==> src/exec_pkg.sv <==
// Constants, register map and types shared by the return and rotate execution block.
package exec_pkg;

    // APB register offsets (byte addresses, one word each).
    localparam logic [7:0] OFF_INSTR    = 8'h00;
    localparam logic [7:0] OFF_WORK     = 8'h04;
    localparam logic [7:0] OFF_STATUS   = 8'h08;
    localparam logic [7:0] OFF_BANK     = 8'h0c;
    localparam logic [7:0] OFF_SH_WORK  = 8'h10;
    localparam logic [7:0] OFF_SH_STAT  = 8'h14;
    localparam logic [7:0] OFF_SH_BANK  = 8'h18;
    localparam logic [7:0] OFF_INTCTL   = 8'h1c;
    localparam logic [7:0] OFF_PC       = 8'h20;
    localparam logic [7:0] OFF_LATCH    = 8'h24;
    localparam logic [7:0] OFF_CONFIG   = 8'h28;
    localparam logic [7:0] OFF_INDEX    = 8'h2c;

    // Field positions.
    localparam int INSTR_BUSY = 16;
    localparam int INSTR_ERR  = 17;
    localparam int ST_C       = 0;
    localparam int ST_Z       = 2;
    localparam int ST_N       = 4;
    localparam int INT_HIGH   = 7;
    localparam int INT_LOW    = 6;
    localparam int CFG_EXT    = 0;
    localparam int OPB_SHADOW = 0;
    localparam int OPB_ACCESS = 8;
    localparam int OPB_DEST   = 9;

    // Opcode patterns and masks.
    localparam logic [15:0] OP_INT_RET  = 16'h0010;
    localparam logic [15:0] OP_RETURN   = 16'h0012;
    localparam logic [15:0] OP_RET_MASK = 16'hfffe;
    localparam logic [15:0] OP_LIT_RET  = 16'h0c00;
    localparam logic [15:0] OP_LIT_MASK = 16'hff00;
    localparam logic [15:0] OP_ROT      = 16'h3400;
    localparam logic [15:0] OP_ROT_MASK = 16'hfc00;

    // Access bank split and upper bank of the access window.
    localparam logic [7:0] ACCESS_LIMIT = 8'h5f;
    localparam logic [3:0] ACCESS_HI    = 4'hf;

    // Quarter phases of one instruction cycle.
    localparam logic [1:0] Q_DECODE = 2'h0;
    localparam logic [1:0] Q_READ   = 2'h1;
    localparam logic [1:0] Q_PROC   = 2'h2;
    localparam logic [1:0] Q_WRITE  = 2'h3;
    localparam int         QUARTERS = 4;

    // Values after reset.
    localparam logic [7:0]  RST_BYTE   = 8'h00;
    localparam logic [3:0]  RST_BANK   = 4'h0;
    localparam logic [15:0] RST_OPCODE = 16'h0000;

    typedef enum logic [1:0] {
        ST_IDLE  = 2'b00,
        ST_EXEC1 = 2'b01,
        ST_EXEC2 = 2'b11
    } state_t;

    typedef enum logic [1:0] {
        K_INT_RET = 2'h0,
        K_RETURN  = 2'h1,
        K_LIT_RET = 2'h2,
        K_ROT    = 2'h3
    } kind_t;

    typedef struct packed {
        logic [11:0] addr;
        logic [7:0]  wdata;
        logic        rd;
        logic        we;
    } file_req_t;

endpackage : exec_pkg

==> src/quarter_sequencer.sv <==
// Free-running four-quarter phase counter of the instruction cycle.
`timescale 1ns/1ps
module quarter_sequencer
    import exec_pkg::*;
(
    input  wire logic       clk,
    input  wire logic       rst_n,
    output logic [1:0] q,
    output logic       q_last
);

    if (QUARTERS != 4) begin : g_chk
        $error("quarter_sequencer serves exactly four quarters");
    end

    logic [1:0] q_q;

    always_ff @(posedge clk) begin
        if (!rst_n) begin
            q_q <= Q_DECODE;
        end else begin
            q_q <= q_q + 2'h1;
        end
    end

    assign q      = q_q;
    assign q_last = (q_q == Q_WRITE);

endmodule : quarter_sequencer

==> src/rotate_carry_alu.sv <==
// Rotate left through carry with the carry, negative and zero results.
`timescale 1ns/1ps
module rotate_carry_alu (
    input  wire logic [7:0] operand,
    input  wire logic       carry_in,
    output logic [7:0] result,
    output logic       carry_out,
    output logic       negative,
    output logic       zero
);

    // The old carry enters bit 0 and bit 7 leaves into the carry.
    assign result    = {operand[6:0], carry_in};
    assign carry_out = operand[7];
    assign negative  = result[7];
    assign zero      = (result == 8'h00);

endmodule : rotate_carry_alu

==> src/return_and_rotate_exec.sv <==
// Decoder and executor for the three returns and the rotate through carry.
//
// The implementer's own choices: the register addresses and register access over APB.
`timescale 1ns/1ps
// Summary of operation
// RQ1 - Interrupt return opcode 0000 0000 0001 000s, two cycles, second one idle.
// RQ2 - Interrupt return pops the stack into the PC in quarter four of cycle one.
// RQ3 - Interrupt return sets the high or low global enable, no other status.
// RQ4 - Interrupt return with s set restores work, status and bank from shadows.
// RQ5 - Literal return 0000 1100 kkkk kkkk, two cycles, literal to work, pop in Q4.
// RQ6 - Literal return writes all eight literal bits and keeps every status flag.
// RQ7 - All returns leave the PC high and upper latches untouched.
// RQ8 - Plain return 0000 0000 0001 001s, two cycles, pops to PC, flags kept.
// RQ9 - Plain return with s set restores work, status and bank from shadows.
// RQ10 - Rotate 0011 01da: bit 7 to carry, carry to bit 0, one cycle, C N Z.
// RQ11 - Rotate destination bit 0 writes work, 1 writes back the file register.
// RQ12 - Rotate access bit 0 uses access bank, 1 uses the bank select register.
// RQ13 - Access bit 0 with extended set enabled indexes addresses up to 5Fh.
// RQ14 - After rotate, negative is result bit 7 and zero marks a zero result.
module return_and_rotate_exec
    import exec_pkg::*;
#(
    parameter int PC_W = 21
) (
    input  wire logic            MCLK,
    input  wire logic            RST_N,
    input  wire logic            PSEL,
    input  wire logic            PENABLE,
    input  wire logic            PWRITE,
    input  wire logic [7:0]      PADDR,
    input  wire logic [31:0]     PWDATA,
    output logic [31:0]          PRDATA,
    output logic                 PREADY,
    output logic                 PSLVERR,
    input  wire logic [PC_W-1:0] TOP_OF_STACK,
    output logic                 STACK_POP,
    output logic [PC_W-1:0]      PC,
    output file_req_t            FILE_REQ,
    input  wire logic [7:0]      FILE_RDATA
);

    if (PC_W < 2 || PC_W > 32) begin : g_chk
        $error("PC_W must lie between 2 and 32");
    end

    // ************************************************************
    // Declarations
    // ************************************************************
    logic [1:0]      q;
    logic            q_last;
    state_t          state_q;
    kind_t           kind_q;
    kind_t           kind_d;
    logic            kind_ok;
    logic [15:0]     opcode_q;
    logic            pending_q;
    logic            err_q;
    logic [7:0]      w_q;
    logic [7:0]      status_q;
    logic [3:0]      bank_q;
    logic [7:0]      sh_work_q;
    logic [7:0]      sh_stat_q;
    logic [3:0]      sh_bank_q;
    logic            hi_en_q;
    logic            lo_en_q;
    logic [PC_W-1:0] pc_q;
    logic [7:0]      latch_hi_q;
    logic [7:0]      latch_up_q;
    logic            ext_en_q;
    logic [11:0]     index_q;
    logic [11:0]     addr_q;
    logic [11:0]     addr_d;
    logic [7:0]      operand_q;
    logic [7:0]      result_q;
    logic [7:0]      rot_result;
    logic            rot_carry;
    logic            rot_neg;
    logic            rot_zero;
    logic [31:0]     prdata_q;
    logic [31:0]     rdata_d;
    logic            mapped;
    logic            busy;
    logic            wr_ok;
    logic            start;
    logic            exec_q4;
    logic            is_rot;
    logic            restore;
    logic [7:0]      fld_f;

    quarter_sequencer u_quarter (
        .clk    (MCLK),
        .rst_n  (RST_N),
        .q      (q),
        .q_last (q_last)
    );

    rotate_carry_alu u_rot (
        .operand   (operand_q),
        .carry_in  (status_q[ST_C]),
        .result    (rot_result),
        .carry_out (rot_carry),
        .negative  (rot_neg),
        .zero      (rot_zero)
    );

    // ************************************************************
    // APB slave
    // ************************************************************
    // Read data is captured in the setup cycle so PRDATA comes from a
    // flip-flop while the slave still answers with no wait state.
    always_comb begin
        mapped  = 1'b1;
        rdata_d = 32'h0;
        unique case (PADDR)
            OFF_INSTR:   rdata_d = {14'h0, err_q, busy, opcode_q};
            OFF_WORK:    rdata_d = {24'h0, w_q};
            OFF_STATUS:  rdata_d = {24'h0, status_q};
            OFF_BANK:    rdata_d = {28'h0, bank_q};
            OFF_SH_WORK: rdata_d = {24'h0, sh_work_q};
            OFF_SH_STAT: rdata_d = {24'h0, sh_stat_q};
            OFF_SH_BANK: rdata_d = {28'h0, sh_bank_q};
            OFF_INTCTL:  rdata_d = {24'h0, hi_en_q, lo_en_q, 6'h0};
            OFF_PC:      rdata_d = 32'(pc_q);
            OFF_LATCH:   rdata_d = {16'h0, latch_up_q, latch_hi_q};
            OFF_CONFIG:  rdata_d = {31'h0, ext_en_q};
            OFF_INDEX:   rdata_d = {20'h0, index_q};
            default:     mapped  = 1'b0;
        endcase
    end

    always_ff @(posedge MCLK) begin
        if (!RST_N) begin
            prdata_q <= 32'h0;
        end else if (PSEL && !PENABLE && !PWRITE) begin
            prdata_q <= rdata_d;
        end
    end

    // Writes are refused while an instruction runs, so software never
    // races the core on the registers the instruction itself updates.
    assign busy    = pending_q || (state_q != ST_IDLE);
    assign wr_ok   = PSEL && PENABLE && PWRITE && mapped && !busy;
    assign PREADY  = 1'b1;
    assign PSLVERR = PSEL && PENABLE && (!mapped || (PWRITE && busy));
    assign PRDATA  = prdata_q;

    // ************************************************************
    // Decode and sequencing
    // ************************************************************
    always_comb begin
        kind_ok = 1'b1;
        kind_d  = K_INT_RET;
        if ((opcode_q & OP_RET_MASK) == OP_INT_RET) begin
            kind_d = K_INT_RET;                                   // RQ1
        end else if ((opcode_q & OP_RET_MASK) == OP_RETURN) begin
            kind_d = K_RETURN;                                    // RQ8
        end else if ((opcode_q & OP_LIT_MASK) == OP_LIT_RET) begin
            kind_d = K_LIT_RET;                                   // RQ5
        end else if ((opcode_q & OP_ROT_MASK) == OP_ROT) begin
            kind_d = K_ROT;                                       // RQ10
        end else begin
            kind_ok = 1'b0;
        end
    end

    assign start   = pending_q && q_last && (state_q == ST_IDLE);
    assign exec_q4 = (state_q == ST_EXEC1) && q_last;
    assign is_rot  = (kind_q == K_ROT);
    assign restore = exec_q4 && opcode_q[OPB_SHADOW]
                     && (kind_q == K_INT_RET || kind_q == K_RETURN);  // RQ4 RQ9

    always_ff @(posedge MCLK) begin
        if (!RST_N) begin
            opcode_q  <= RST_OPCODE;
            pending_q <= 1'b0;
            err_q     <= 1'b0;
            kind_q    <= K_INT_RET;
        end else if (wr_ok && PADDR == OFF_INSTR) begin
            opcode_q  <= PWDATA[15:0];
            pending_q <= 1'b1;
            err_q     <= 1'b0;
        end else if (start) begin
            pending_q <= 1'b0;
            err_q     <= !kind_ok;
            kind_q    <= kind_d;
        end
    end

    // Returns spend a whole second cycle idle; the rotate ends after one.
    always_ff @(posedge MCLK) begin
        if (!RST_N) begin
            state_q <= ST_IDLE;
        end else if (q_last) begin
            unique case (state_q)
                ST_IDLE:  state_q <= (start && kind_ok) ? ST_EXEC1 : ST_IDLE;
                ST_EXEC1: state_q <= is_rot ? ST_IDLE : ST_EXEC2;       // RQ1 RQ5 RQ8 RQ10
                ST_EXEC2: state_q <= ST_IDLE;
                default:  state_q <= ST_IDLE;
            endcase
        end
    end

    // ************************************************************
    // Program counter and stack
    // ************************************************************
    assign STACK_POP = exec_q4 && !is_rot;                              // RQ2 RQ5 RQ8

    always_ff @(posedge MCLK) begin
        if (!RST_N) begin
            pc_q <= '0;
        end else if (STACK_POP) begin
            pc_q <= TOP_OF_STACK;                                       // RQ2 RQ5 RQ8
        end else if (wr_ok && PADDR == OFF_PC) begin
            pc_q <= PWDATA[PC_W-1:0];
        end
    end

    // The latches change only from software; no return touches them.
    always_ff @(posedge MCLK) begin
        if (!RST_N) begin
            latch_hi_q <= RST_BYTE;
            latch_up_q <= RST_BYTE;
        end else if (wr_ok && PADDR == OFF_LATCH) begin                 // RQ7
            latch_hi_q <= PWDATA[7:0];
            latch_up_q <= PWDATA[15:8];
        end
    end

    assign PC = pc_q;

    // ************************************************************
    // Interrupt enables
    // ************************************************************
    // The high enable is set first; only when it is already set does the
    // return set the low enable instead.
    always_ff @(posedge MCLK) begin
        if (!RST_N) begin
            hi_en_q <= 1'b0;
            lo_en_q <= 1'b0;
        end else if (exec_q4 && kind_q == K_INT_RET) begin
            if (!hi_en_q) begin
                hi_en_q <= 1'b1;                                        // RQ3
            end else begin
                lo_en_q <= 1'b1;                                        // RQ3
            end
        end else if (wr_ok && PADDR == OFF_INTCTL) begin
            hi_en_q <= PWDATA[INT_HIGH];
            lo_en_q <= PWDATA[INT_LOW];
        end
    end

    // ************************************************************
    // Core registers and shadows
    // ************************************************************
    always_ff @(posedge MCLK) begin
        if (!RST_N) begin
            w_q <= RST_BYTE;
        end else if (restore) begin
            w_q <= sh_work_q;                                           // RQ4 RQ9
        end else if (exec_q4 && kind_q == K_LIT_RET) begin
            w_q <= opcode_q[7:0];                                       // RQ5 RQ6
        end else if (exec_q4 && is_rot && !opcode_q[OPB_DEST]) begin
            w_q <= result_q;                                            // RQ11
        end else if (wr_ok && PADDR == OFF_WORK) begin
            w_q <= PWDATA[7:0];
        end
    end

    always_ff @(posedge MCLK) begin
        if (!RST_N) begin
            status_q <= RST_BYTE;
        end else if (restore) begin
            status_q <= sh_stat_q;                                      // RQ4 RQ9
        end else if (exec_q4 && is_rot) begin
            status_q[ST_C] <= rot_carry;                                // RQ10
            status_q[ST_N] <= rot_neg;                                  // RQ14
            status_q[ST_Z] <= rot_zero;                                 // RQ14
        end else if (wr_ok && PADDR == OFF_STATUS) begin
            status_q <= PWDATA[7:0];
        end
    end

    always_ff @(posedge MCLK) begin
        if (!RST_N) begin
            bank_q <= RST_BANK;
        end else if (restore) begin
            bank_q <= sh_bank_q;                                        // RQ4 RQ9
        end else if (wr_ok && PADDR == OFF_BANK) begin
            bank_q <= PWDATA[3:0];
        end
    end

    always_ff @(posedge MCLK) begin
        if (!RST_N) begin
            sh_work_q <= RST_BYTE;
            sh_stat_q <= RST_BYTE;
            sh_bank_q <= RST_BANK;
            ext_en_q  <= 1'b0;
            index_q   <= 12'h000;
        end else if (wr_ok) begin
            if (PADDR == OFF_SH_WORK) sh_work_q <= PWDATA[7:0];
            if (PADDR == OFF_SH_STAT) sh_stat_q <= PWDATA[7:0];
            if (PADDR == OFF_SH_BANK) sh_bank_q <= PWDATA[3:0];
            if (PADDR == OFF_CONFIG) ext_en_q <= PWDATA[CFG_EXT];
            if (PADDR == OFF_INDEX) index_q <= PWDATA[11:0];
        end
    end

    // ************************************************************
    // Rotate datapath
    // ************************************************************
    assign fld_f = opcode_q[7:0];

    always_comb begin
        if (opcode_q[OPB_ACCESS]) begin
            addr_d = {bank_q, fld_f};                                   // RQ12
        end else if (ext_en_q && fld_f <= ACCESS_LIMIT) begin
            addr_d = index_q + {4'h0, fld_f};                           // RQ13
        end else if (fld_f <= ACCESS_LIMIT) begin
            addr_d = {4'h0, fld_f};                                     // RQ12
        end else begin
            addr_d = {ACCESS_HI, fld_f};                                // RQ12
        end
    end

    always_ff @(posedge MCLK) begin
        if (!RST_N) begin
            addr_q    <= 12'h000;
            operand_q <= RST_BYTE;
            result_q  <= RST_BYTE;
        end else if (state_q == ST_EXEC1 && is_rot) begin
            if (q == Q_DECODE) addr_q <= addr_d;
            if (q == Q_READ) operand_q <= FILE_RDATA;
            if (q == Q_PROC) result_q <= rot_result;                    // RQ10
        end
    end

    assign FILE_REQ.addr  = addr_q;
    assign FILE_REQ.wdata = result_q;
    assign FILE_REQ.rd    = (state_q == ST_EXEC1) && is_rot && (q == Q_READ);
    assign FILE_REQ.we    = exec_q4 && is_rot && opcode_q[OPB_DEST];    // RQ11
endmodule : return_and_rotate_exec

==> config.mk <==
export PLATFORM = sky130hd
export DESIGN_NAME = return_and_rotate_exec
export DESIGN_NICKNAME = d
export VERILOG_FILES = /design/src/exec_pkg.sv /design/src/quarter_sequencer.sv /design/src/rotate_carry_alu.sv /design/src/return_and_rotate_exec.sv
export SDC_FILE = /design/constraint.sdc
export NUM_CORES = 1
export LEC_CHECK = 0
export ABC_AREA = 1
export BUFFER_PORTS_ARGS = -buffer_cell sky130_fd_sc_hd__buf_2
export CORE_MARGIN = 2
export CORE_UTILIZATION = 30
export DETAILED_ROUTE_END_ITERATION = 8
export HOLD_SLACK_MARGIN = 0.15
export MAX_ROUTING_LAYER = met4
export PLACE_DENSITY = 0.47
export SLEW_MARGIN = 30
export SYNTH_ARGS = -nofsm -noshare
export SYNTH_HDL_FRONTEND = slang
export SYNTH_HIERARCHICAL = 1
export SYNTH_SLANG_ARGS = --single-unit
==> constraint.sdc <==
create_clock -name MCLK -period 4.2 [get_ports MCLK]
set_input_delay 0.84 -clock MCLK [delete_from_list [all_inputs] [get_ports MCLK]]
set_output_delay 0.84 -clock MCLK [all_outputs]
set_load 0.02 [all_outputs]
==> key figures <==
Cells and area
  • Final Cell Area: 10000 um^2
  • Nets: ~1500
  • Final core occ: 0.359
  • ANT cells: 0
  • Area Growth Syn to Fin: 17.1%
  • Non-Filler Instances: 1805
  • Share of cells above drive strength 1: 0.140

Global route
  • Number of global-route vias before repair: 7936
  • Total Routing Usage GR: 0.202
  • Total global routing overflow: 0
  • Initial antenna violation count: 0
  • Pin count of the biggest net entering global routing: just over 50
  • First-pass GRT wire length: 45.9 mm

Routing
  • WL/cell: 16.5 um
  • First-pass DRT Iterations: 5
  • Antenna-violating nets left: 0
  • Via-to-Cell Ratio: 4.75
  • Final wirelength: 29.8 mm
  • Initial drt markers: 701
  • # DRC: 0
  • Number of vias in the routed layout: approximately 8600

Worst setup path
  • Critical Path RT: ~3.4 ns
  • Delay-heaviest family, CP: simple AND/OR/NAND/NOR gates
  • WS Path Type: reg2out
  • Crit-path cells: ha_1, inv_1, nor2_1, nand2_1, nor2_1, inv_1, nor2_1, buf_2
  • Worst Path Buf+Inv: 3
  • Worst Path Max Fanout: 7
  • Arr. time, crit path: 2.28 ns
  • Worst Setup Start Kind: flop
  • CP max stage delay: 0.42 ns
  • CP max-delay cell: dfxtp_1
  • CP dominant cell by count: nor2_1
  • Endpoint class of the critical path: primary output

Place
  • Final Wtd Congestion: 0.891
  • Cells after DPL: 1773
  • PortBufs: 128
  • DP HPWL: 22.5 mm
  • DP Area: 9440 um^2
  • Pre-CTS setup slack: 1.12 ns

STA
  • Worst-margin pin slew: 0.817 ns
  • Final period utilization: 0.742
  • RSZ-0062 raised after global routing: no
  • Tmin final: just over 3 ns
  • WHS: 0.462 ns
  • Fmax: about 320 MHz
  • Worst Skew: 0.0135 ns
  • Final setup viols: 0
  • Slew Limit Fails: 0
  • Final Hold Viols: 0
  • Relative slew slack: 0.455
  • Final worst slack: ~1.1 ns
  • Setup TNS: 0 ns

Synthesis
  • Netlist cell types: 37
  • Mapped Cells: around 1300
  • Top_reg_cell synth: dfxtp_1
  • Synth top area share: 0.385
  • Synth area leader: dfxtp_1
  • FFs w/ async S/R, synth: 0
  • Post-Syn Area: 8570 um^2
  • Post-synth EDFFs: 0
  • Area contributors post-synth: dfxtp_1 (39%), nand2_1 (13%), o21ai_0 (9.3%)
  • Synthesized area per cell: 6.50 um^2
  • Yosys warning count: 6
  • #FFs+latches synth: 165
  • Seq/Total Area, Yosys: 0.385

Clocking
  • H-tree levels: 4
  • CTS Buffer Depth: 2
  • Clk sinks: 165
  • Post_cts resized: 0
  • CTS buffer count: 17
  • Reg clk slew, reported paths: 0.07 ns
  • TritonCTS clock tree: yes
  • Setup Buffers After CTS: 0
  • CTS root buf: clkbuf_16
  • Number of hold buffers added after CTS: 0
  • Worst skew pair latency: 0.44 ns

Die
  • Die Y-Extent: 173 um
  • Die W: 173 um
  • Core Region: 27900 um^2
  • Io pins: 152
  • Die area: 29900 um^2
  • Initial cell density of the core: 0.307
  • Row cnt: roughly 60

Hold path
  • Worst min path class: reg2reg

Power and ir drop
  • PD cells: 333 nW/um^2
  • P_leak: approximately 4.7 nW
  • Total power: 3.35 mW
  • Max VDD drop: about 220 uV

Job
  • MaxCap Viol Count: 0

Status
  • Status: finished, final reports clean
-- final timing paths --
kind                        from          end  slack, ns  cells past startpoint
setup / recovery  u_quarter/q[0]  FILE_REQ[0]       1.08                      8
hold / removal         PRDATA[9]    PRDATA[9]       0.46                      2
setup reg to reg  u_quarter/q[0]       w_q[5]       1.44                     12
hold reg to reg        PRDATA[9]    PRDATA[9]       0.46                      2
-- state kept, by name (all words and copies together) (netlist names), 2 cells and up --
register,cells
sh_stat_q,8
u_quarter/q,2
PC,21
latch_up_q,8
result_q,8
status_q,8
bank_q,4
PRDATA,21
index_q,12
latch_hi_q,8
state_q,2
w_q,8
addr_q,12
opcode_q,16
operand_q,8
sh_work_q,8
kind_q,2
sh_bank_q,4
-- power by group --
part | switching [mW] | total, mW | leakage (nW) | internal [mW]
clock | 0.760 | 1.63 | 0.289 | 0.865
combinational | 0.109 | 0.153 | 3.09 | 0.0444
sequential | 0.00218 | 1.57 | 1.33 | 1.56
total | 0.871 | 3.35 | 4.70 | 2.47
-- cell families (layout without fill, tap and decap cells) --
| group | Yosys count | in the layout | share of synthesized area |
|---|---|---|---|
| xor gates and xnor gates | 1 | 1 | 0.00102 |
| buffers and inverters | 220 | 318 | 0.110 |
| and+or+nand+nor | 605 | 605 | 0.293 |
| AOI/OAI and AO/OA | 316 | 316 | 0.194 |
| adders and majority gates | 10 | 10 | 0.0155 |
| DFF | 165 | 165 | 0.385 |
| other | 2 | 12 | 0.000876 |
-- worst reg2reg max path, delay by kind of cell, from the launching register on --
family,cells,cell delay [ns]
adder cells (fa/ha/maj),1,0.26
flip-flops,1,0.42
buffers and inverters,3,0.47
AND/OR/NAND/NOR,8,1.50
-- cell type report --
type,count,area [um^2]
fillers,3154,17900
multi-input cells,944,4370
flip-flops and latches,165,3300
repair buffers,142,748
inverters,144,541
well taps,378,473
clock buffers,18,439
clock inverters,14,159
-- cells in the mapped netlist, types with 2 or more instances --
library cell / number
a21oi_1: 128
a21oi_2: 2
a22oi_1: 3
buf_2: 15
buf_4: 23
buf_6: 2
clkbuf_1: 35
clkinv_1: 3
conb_1: 2
dfxtp_1: 165
ha_1: 9
inv_1: 138
inv_2: 3
nand2_1: 305
nand2_2: 3
nand3_1: 64
nand3b_1: 10
nand4_1: 8
nor2_1: 192
nor2_2: 7
nor2_4: 3
nor3_1: 8
o211ai_1: 9
o21ai_0: 159
o21bai_1: 6
o221ai_1: 4
o22ai_1: 2
or2_2: 2
-- per-layer routing --
metal	global-route usage	vias up	wire, um	part of all wire
met5	-	-	0	0
met4	0.0438	0	337	0.011
met3	0.0301	22	1170	0.039
met2	0.329	170	14000	0.47
met1	0.265	3972	14300	0.48
li1	-	4414	-	-
-- layout by cell type (no fill, tap or decap), drive strengths merged, types with 3 or more instances in the layout --
cell,netlist,layout
o21bai,6,6
nor2,202,202
clkbuf,36,18
o211ai,9,9
inv,141,150
a21oi,130,130
o221ai,4,4
a22oi,3,3
conb,2,12
ha,9,9
clkinv,3,5
nand3,65,65
nand4,8,8
o21ai,159,159
nor3,9,9
buf,40,142
nand2,309,309
dfxtp,165,165
nand3b,10,10
Note: power is estimated with default switching activity, not from simulation.
